===== src/common/lfpc_regs.svh =====
// Purpose: Offsets, field positions and reset values of the page-one receiver control bank.
// Assumes: Byte-wide registers on a plain address/strobe port.
// Notes:   Definitions only.
`ifndef LFPC_REGS_SVH
`define LFPC_REGS_SVH

// ****************************************
// Register offsets
// ****************************************
`define LFPC_OFS_AMP_DEQ    8'h23
`define LFPC_OFS_SLICER     8'h24
`define LFPC_OFS_CARVAL     8'h25
`define LFPC_OFS_PAGE       8'h20

// ****************************************
// Reset values
// ****************************************
`define LFPC_RST_AMP_DEQ    8'hC8
`define LFPC_RST_SLICER     8'hC0
`define LFPC_RST_CARVAL     8'h00
`define LFPC_CARVAL_MASK    8'h0F
`define LFPC_AZ_RECOMMENDED 3'h6

// ****************************************
// Field positions
// ****************************************
`define LFPC_GAIN_MSB       7
`define LFPC_GAIN_LSB       6
`define LFPC_FIN_MSB        5
`define LFPC_FIN_LSB        4
`define LFPC_DATA_AUTOZERO_ENABLE_BIT       3
`define LFPC_DEQR_MSB       2
`define LFPC_DEQR_LSB       1
`define LFPC_DAMPING_SYSTEM_ENABLE_BIT      0
`define LFPC_HYST_MSB       7
`define LFPC_HYST_LSB       6
`define LFPC_BIPH_BIT       5
`define LFPC_OFFS_BIT       4
`define LFPC_POL_BIT        3
`define LFPC_AZC_MSB        2
`define LFPC_AZC_LSB        0
`define LFPC_CC_MSB         3
`define LFPC_CC_LSB         0

`endif


===== src/common/lfpc_pkg.sv =====
// Purpose: Types shared by the page-one receiver control bank.
// Assumes: Nothing beyond the register header.
// Notes:   Types only; constants live in lfpc_regs.svh.
package lfpc_pkg;
  // Validation tracker states, one-hot
  typedef enum logic [2:0] {
    LFPC_IDLE  = 3'b001,
    LFPC_COUNT = 3'b010,
    LFPC_FOUND = 3'b100
  } lfpc_val_state_t;
endpackage


===== src/core/lfpc_ctrl.sv =====
// Purpose: Page-one control registers, carrier validation counter and auto-zero edge trigger.
// Assumes: Single clock mclk_i; inputs synchronous; software sets the page bit itself.
// Notes:   Analog fields leave as plain register outputs for the analog front end.
//
// Decided for this implementation: strobed register access.
`timescale 1ns/100ps
`include "lfpc_regs.svh"

module lfpc_ctrl (
  input  wire logic       mclk_i,
  input  wire logic       resetn_i,
  // Register port
  input  wire logic [7:0] addr_i,
  input  wire logic [7:0] wdata_i,
  input  wire logic       wr_i,
  input  wire logic       rd_i,
  output logic      [7:0] rdata_o,
  // Page select from the receiver's page-zero bank
  input  wire logic       lf_page_select_i,
  // Receiver status
  input  wire logic       sample_done_i,
  input  wire logic       carrier_seen_i,
  input  wire logic       data_mode_i,
  input  wire logic       carrier_mode_i,
  input  wire logic       toggle_mode_i,
  input  wire logic       data_edge_i,
  input  wire logic       midbit_rising_i,
  input  wire logic       carrier_flag_clr_i,
  // Outputs to the analog chain and decoder
  output logic      [1:0] third_amp_gain_o,
  output logic      [1:0] log_amplifier_final_stage_o,
  output logic            data_autozero_enable_o,
  output logic      [1:0] deq_resistor_select_o,
  output logic            damping_system_enable_o,
  output logic      [1:0] slicer_threshold_window_o,
  output logic            avg_filter_biphase_on_o,
  output logic            avg_filter_offset_sel_o,
  output logic            manchester_edge_polarity_o,
  output logic            decoded_bit_o,
  output logic            decoded_bit_valid_o,
  output logic            carrier_detect_flag_o,
  output logic            chain_startup_o,
  output logic            auto_zero_req_o
);

  // ****************************************
  // Register decode
  // ****************************************
  logic [7:0] amp_deq;
  logic [7:0] slicer;
  logic [3:0] carval;

  // Page gate shields these offsets from the page-zero registers
  wire sel_amp  = lf_page_select_i && (addr_i == `LFPC_OFS_AMP_DEQ);
  wire sel_sli  = lf_page_select_i && (addr_i == `LFPC_OFS_SLICER);
  wire sel_cv   = lf_page_select_i && (addr_i == `LFPC_OFS_CARVAL);
  wire [7:0] rd_mux = sel_amp ? amp_deq :
                      sel_sli ? slicer :
                      sel_cv  ? {4'h0, carval} : 8'h00;

  // Register writes; reserved bits of the validation register are dropped
  always_ff @(posedge mclk_i or negedge resetn_i) begin
    if (!resetn_i) begin
      amp_deq <= `LFPC_RST_AMP_DEQ;
      slicer  <= `LFPC_RST_SLICER;
      carval  <= 4'h0;
    end else if (wr_i) begin
      if (sel_amp) amp_deq <= wdata_i;
      if (sel_sli) slicer <= wdata_i;
      if (sel_cv) carval <= wdata_i[`LFPC_CC_MSB:`LFPC_CC_LSB];
    end
  end

  // Read data valid the cycle after the strobe only
  always_ff @(posedge mclk_i or negedge resetn_i) begin
    if (!resetn_i) rdata_o <= 8'h00;
    else rdata_o <= rd_i ? rd_mux : 8'h00;
  end

  // ****************************************
  // Field outputs
  // ****************************************
  always_ff @(posedge mclk_i or negedge resetn_i) begin
    if (!resetn_i) begin
      third_amp_gain_o           <= 2'h3;
      log_amplifier_final_stage_o       <= 2'h0;
      data_autozero_enable_o     <= 1'b1;
      deq_resistor_select_o      <= 2'h0;
      damping_system_enable_o    <= 1'b0;
      slicer_threshold_window_o  <= 2'h3;
      avg_filter_biphase_on_o    <= 1'b0;
      avg_filter_offset_sel_o    <= 1'b0;
      manchester_edge_polarity_o <= 1'b0;
    end else begin
      third_amp_gain_o           <= amp_deq[`LFPC_GAIN_MSB:`LFPC_GAIN_LSB];
      log_amplifier_final_stage_o       <= amp_deq[`LFPC_FIN_MSB:`LFPC_FIN_LSB];
      data_autozero_enable_o     <= amp_deq[`LFPC_DATA_AUTOZERO_ENABLE_BIT];
      deq_resistor_select_o      <= amp_deq[`LFPC_DEQR_MSB:`LFPC_DEQR_LSB];
      damping_system_enable_o    <= amp_deq[`LFPC_DAMPING_SYSTEM_ENABLE_BIT];
      slicer_threshold_window_o  <= slicer[`LFPC_HYST_MSB:`LFPC_HYST_LSB];
      avg_filter_biphase_on_o    <= slicer[`LFPC_BIPH_BIT];
      avg_filter_offset_sel_o    <= slicer[`LFPC_OFFS_BIT];
      manchester_edge_polarity_o <= slicer[`LFPC_POL_BIT];
    end
  end

  // ****************************************
  // Manchester bit decode
  // ****************************************
  // Carrier-only frames carry no bits, so polarity is not applied there
  wire pol_eff  = carrier_mode_i ? 1'b0 : slicer[`LFPC_POL_BIT];
  wire next_bit = midbit_rising_i ^ pol_eff;
  wire bit_stb  = data_edge_i && data_mode_i && !carrier_mode_i;

  always_ff @(posedge mclk_i or negedge resetn_i) begin
    if (!resetn_i) begin
      decoded_bit_o       <= 1'b0;
      decoded_bit_valid_o <= 1'b0;
    end else begin
      decoded_bit_o       <= bit_stb ? next_bit : decoded_bit_o;
      decoded_bit_valid_o <= bit_stb;
    end
  end

  // ****************************************
  // Auto-zero edge trigger
  // ****************************************
  // Counts data edges since the last request; saturates to avoid wrap
  logic [2:0] az_edges;
  wire [2:0] az_target = slicer[`LFPC_AZC_MSB:`LFPC_AZC_LSB];
  wire az_fire = data_mode_i && amp_deq[`LFPC_DATA_AUTOZERO_ENABLE_BIT] && data_edge_i
                 && (az_edges >= az_target);
  wire [2:0] next_az_edges = !data_mode_i ? 3'h0 :
                             az_fire ? 3'h0 :
                             (data_edge_i && az_edges != 3'h7) ? 3'(az_edges + 3'h1) : az_edges;

  always_ff @(posedge mclk_i or negedge resetn_i) begin
    if (!resetn_i) begin
      az_edges        <= 3'h0;
      auto_zero_req_o <= 1'b0;
    end else begin
      az_edges        <= next_az_edges;
      auto_zero_req_o <= az_fire;
    end
  end

  // ****************************************
  // Consecutive carrier validation
  // ****************************************
  lfpc_pkg::lfpc_val_state_t state;
  lfpc_pkg::lfpc_val_state_t next_state;
  logic [4:0] cc_cnt;
  logic       started;

  wire cnt_hold = data_mode_i || toggle_mode_i;
  wire hit      = sample_done_i && carrier_seen_i && !cnt_hold;
  wire miss     = sample_done_i && !carrier_seen_i;
  wire [4:0] cnt_inc = 5'(cc_cnt + 5'h01);
  wire reach    = hit && (cnt_inc == 5'({1'b0, carval} + 5'h01));
  wire [4:0] next_cc = (cnt_hold || miss || reach) ? 5'h00 :
                       hit ? cnt_inc : cc_cnt;

  always_comb begin
    next_state = state;
    unique case (state)
      lfpc_pkg::LFPC_IDLE:  if (hit) next_state = reach ? lfpc_pkg::LFPC_FOUND : lfpc_pkg::LFPC_COUNT;
      lfpc_pkg::LFPC_COUNT: if (cnt_hold || miss) next_state = lfpc_pkg::LFPC_IDLE;
                            else if (reach) next_state = lfpc_pkg::LFPC_FOUND;
      lfpc_pkg::LFPC_FOUND: next_state = lfpc_pkg::LFPC_IDLE;
      default:              next_state = lfpc_pkg::LFPC_IDLE;
    endcase
  end

  // Flag: set wins over a clear arriving in the same cycle
  always_ff @(posedge mclk_i or negedge resetn_i) begin
    if (!resetn_i) begin
      state                 <= lfpc_pkg::LFPC_IDLE;
      cc_cnt                <= 5'h00;
      carrier_detect_flag_o <= 1'b0;
      started               <= 1'b0;
      chain_startup_o       <= 1'b0;
    end else begin
      state                 <= next_state;
      cc_cnt                <= next_cc;
      carrier_detect_flag_o <= reach | (carrier_detect_flag_o & ~carrier_flag_clr_i);
      started               <= started | reach;
      chain_startup_o       <= reach & ~started;
    end
  end
endmodule


===== config.mk =====
export PLATFORM = sky130hd
export DESIGN_NAME = lfpc_ctrl
export DESIGN_NICKNAME = d
export VERILOG_FILES = /design/src/common/lfpc_pkg.sv /design/src/core/lfpc_ctrl.sv
export VERILOG_INCLUDE_DIRS = /design/src /design/src/common
export SDC_FILE = /design/constraint.sdc
export NUM_CORES = 1
export LEC_CHECK = 0
export ABC_AREA = 1
export BUFFER_PORTS_ARGS = -buffer_cell sky130_fd_sc_hd__buf_2
export CAP_MARGIN = 10
export CORE_UTILIZATION = 47
export DETAILED_ROUTE_END_ITERATION = 10
export GPL_ROUTABILITY_DRIVEN = 0
export PLACE_DENSITY = 0.78
export SKIP_LAST_GASP = 1
export SLEW_MARGIN = 20
export SYNTH_ARGS = -nofsm -noshare
export SYNTH_HDL_FRONTEND = slang
export SYNTH_SLANG_ARGS = --single-unit

===== constraint.sdc =====
create_clock -name mclk_i -period 3.3 [get_ports mclk_i]
set_input_delay 0 -clock mclk_i [delete_from_list [all_inputs] [get_ports mclk_i]]
set_output_delay 0 -clock mclk_i [all_outputs]
set_load 0.005 [all_outputs]

==> impl_metrics.env <==
export IMPL_routed_via_density=5.014
export IMPL_groute_usage_overall_pct=20.79
export IMPL_hold_path_class="input port to flip-flop"
export IMPL_post_synth_instance_area_sq_mm=0.002549
export IMPL_critPathSlowestCell="sky130_fd_sc_hd__dlygate4sd3_1"
export IMPL_status="complete, no violations"
export IMPL_floorplan_io_pins=55
export IMPL_grt_first_pass_wirelength_mm=8.845
export IMPL_post_cts_resized=0
export IMPL_final_hold_viol_count=0
export IMPL_layout_cells_most_common="sky130_fd_sc_hd__nand2_1"
export IMPL_layout_worst_path_cycle_share_pct=60.04
export IMPL_clk_insertion_delay_late_ns=0.31
export IMPL_die_area_sq_mm=0.005721
export IMPL_relSlewSlack_pct=46.07
export IMPL_drt_first_pass_iters=4
export IMPL_tritoncts="yes"
export IMPL_cp_start_kind="flip-flop"
export IMPL_power_leakage_nw=1.743
export IMPL_data_arrival_time_of_the_critical_path_ns=2.23
export IMPL_synth_cells=295
export IMPL_row_count=26
export IMPL_insertedDiodeCount=0
export IMPL_drv_slew=0
export IMPL_grt_pass1_vias=1940
export IMPL_core_area_sq_mm=0.005172
export IMPL_max_cap_violations=0
export IMPL_worst_setup_hold_path_clk_slew_ns=0.11
export IMPL_dr_iter_0_viols=154
export IMPL_post_route_cells_drive_above_1_share_pct=22.91
export IMPL_setup_worst_path_class="flip-flop to flip-flop"
export IMPL_cts_path_max_buffers=2
export IMPL_grt_overflow_total=0
export IMPL_number_of_enable_type_register_cells_in_the_synthesized_netlist=0
export IMPL_ys_seq_area_share_pct=54.49
export IMPL_synth_yosys_warnings=0
export IMPL_cp_data_required_time_ns=3.55
export IMPL_post_layout_nets=406
export IMPL_ir_drop_mv=0.1767
export IMPL_fin_skew_ns=0.005763
export IMPL_syn2layout_area_growth_pct=23.86
export IMPL_end_kind="flip-flop"
export IMPL_syn_num_nets=331
export IMPL_cell_chain_critical_path="inv_1 -> ha_1 -> a21oi_1 -> o211ai_1 -> nand3_1 -> nand2_1 -> a21oi_1 -> dlygate4sd3_1"
export IMPL_drt_total_wl_mm=5.540
export IMPL_postSynth_topFlopCell="sky130_fd_sc_hd__dfrtp_1"
export IMPL_vias=2211
export IMPL_die_outline_height_um=75.64
export IMPL_worst_slew_pin_transition_ns=0.8089
export IMPL_critical_path_top_delay_family="buffers and inverters"
export IMPL_final_setup_tns_ns=0
export IMPL_fillerInstances=421
export IMPL_synth_seq_cells=55
export IMPL_number_of_antenna_violations_at_the_first_check_in_global_routing=0
export IMPL_asyncSetResetFlopFracSynth_pct=100.0
export IMPL_layout_cells_most_common_list="sky130_fd_sc_hd__nand2_1, sky130_fd_sc_hd__buf_2, sky130_fd_sc_hd__nand3_1"
export IMPL_cts_setup_buffers=0
export IMPL_powerDensity_mw_per_mm2=384.5
export IMPL_place_hpwl_mm=3.899
export IMPL_cts_buffers_inserted=5
export IMPL_clock_root_buffer="sky130_fd_sc_hd__clkbuf_8"
export IMPL_grt_start_max_net_pins=38
export IMPL_routed_wire_length_per_instance_um=12.56
export IMPL_crit_path_max_fanout=3
export IMPL_rsz0062_at_grt="no"
export IMPL_yosysUniqueCellTypes=24
export IMPL_starting_density_pct=49.27
export IMPL_die_w_um=75.64
export IMPL_place_worst_setup_slack_ns=1.667
export IMPL_detail_route_antenna_nets=0
export IMPL_clock_tree_sinks=55
export IMPL_critPathMaxStageDelay_ns=0.56
export IMPL_timing_fmax_mhz=504.7
export IMPL_time_the_worst_path_needs_with_i_o_delays_and_setup_ns=1.981
export IMPL_timing_reg2reg_setup_slack_ns=1.32
export IMPL_drt_drc_violations_left=0
export IMPL_setup_viol=0
export IMPL_port_buffer_count=54
export IMPL_cp_common_cell="sky130_fd_sc_hd__a21oi_1"
export IMPL_postLayoutSetupSlackWorst_ns=1.319
export IMPL_synth_avg_cell_area_sq_um=8.640
export IMPL_cts_htree_levels=2
export IMPL_worst_path_buf_inv=2
==> registers in the layout (all words and copies together) (netlist names), 2 cells and up <==
| signal | flops |
|---|---|
| carval | 4 |
| log_amplifier_final_stage_o | 2 |
| deq_resistor_select_o | 2 |
| slicer_threshold_window_o | 2 |
| rdata_o | 8 |
| az_edges | 3 |
| cc_cnt | 5 |
| slicer | 8 |
| third_amp_gain_o | 2 |
| amp_deq | 8 |
==> through the flow <==
| stage | total power (W) | instances | hold WS (ns) | cell area (sq um) | util [%] |
|---|---|---|---|---|---|
| after floorplan | 0.0007575 | 295 | -0.2956 | 2549 | - |
| after global placement | 0.0008086 | 416 | 0.1226 | 2890 | 55.88 |
| after detailed placement | 0.0008134 | 416 | 0.1348 | 2890 | 55.88 |
| after CTS | 0.001215 | 441 | 0.02849 | 3157 | 61.03 |
| after global routing | 0.001255 | 441 | 0.05385 | 3157 | 61.03 |
| final | 0.001214 | 441 | 0.03417 | 3157 | 61.03 |
==> repair_timing <==
| action | 4_1_cts | 5_1_grt |
|---|---|---|
| hold buffers | 17 | 0 |
| setup endpoints to repair | 0 | 0 |
| endpoints found under the hold margin | 58 | 0 |
==> report_power, final <==
| group | internal (W) | switching (W) | total [W] | leakage (nW) |
|---|---|---|---|---|
| combinational | 0.0000483 | 0.0000631 | 0.000111 | 0.977 |
| sequential | 0.000693 | 0.0000135 | 0.000706 | 0.719 |
| clock | 0.000158 | 0.000238 | 0.000396 | 0.0467 |
==> logic make-up (layout without fill, tap and decap cells) <==
logic type               Yosys count  in the layout  synth area share (%)
flip-flops                        55             55                 54.49
XOR/XNOR                           4              4                 1.375
AO/OA/AOI/OAI                     16             16                 3.240
AND/OR/NAND/NOR                  174            174                 31.37
adder cells (fa/ha/maj)            7              7                 3.436
buffers and inverters             39            115                 6.087
==> synth_stat cells, types with 2 or more instances <==
cell	instances	area share, %
sky130_fd_sc_hd__a21oi_1	13	2.6
sky130_fd_sc_hd__clkbuf_1	2	0.29
sky130_fd_sc_hd__dfrtp_1	45	44
sky130_fd_sc_hd__dfstp_2	10	10
sky130_fd_sc_hd__ha_1	7	3.4
sky130_fd_sc_hd__inv_1	34	5.0
sky130_fd_sc_hd__nand2_1	84	12
sky130_fd_sc_hd__nand2_2	4	0.98
sky130_fd_sc_hd__nand3_1	50	9.8
sky130_fd_sc_hd__nand4_1	8	2.0
sky130_fd_sc_hd__nor2_1	21	3.1
sky130_fd_sc_hd__nor3_4	2	1.3
sky130_fd_sc_hd__o21ai_0	2	0.39
sky130_fd_sc_hd__xnor2_1	3	1.0
==> final cells by class <==
type	instances	area [sq um]	share of cell area (%)
Clock inverter	3	27.53	0.8720
Timing Repair Buffer	72	447.9	14.19
Tap cell	70	87.58	2.774
Inverter	35	131.4	4.162
Sequential cell	55	1389	44.00
Multi-Input combinational cell	201	1005	31.83
Clock buffer	5	68.82	2.180
==> worst reg2reg max path: cells and delay by family, from the launching register on <==
family	cells	cell delay [ns]
buffers and inverters	2	0.62
flip-flops	1	0.41
AO/OA/AOI/OAI	3	0.39
adder cells (fa/ha/maj)	1	0.32
AND/OR/NAND/NOR	2	0.19
==> metal layers <==
layer	GRT usage (%)	wire (um)	vias to the layer above
li1	-	-	1098
met1	27.60	2384	1029
met2	33.93	2737	69
met3	3.968	290	15
met4	8.025	127	0
met5	0	0	-
==> worst paths after layout <==
path / start / end / cells past startpoint
worst max-delay path: slicer[2] / az_edges[1] / 8
worst min-delay path: addr_i[0] / slicer[7] / 4
worst max register to register: slicer[2] / az_edges[1] / 8
worst min register to register: slicer[7] / slicer_threshold_window_o[1] / 0
max in group asynchronous: resetn_i / third_amp_gain_o[1] / 3
min in group asynchronous: resetn_i / avg_filter_biphase_on_o / 2
No activity file was read; power rests on OpenSTA's default activity.
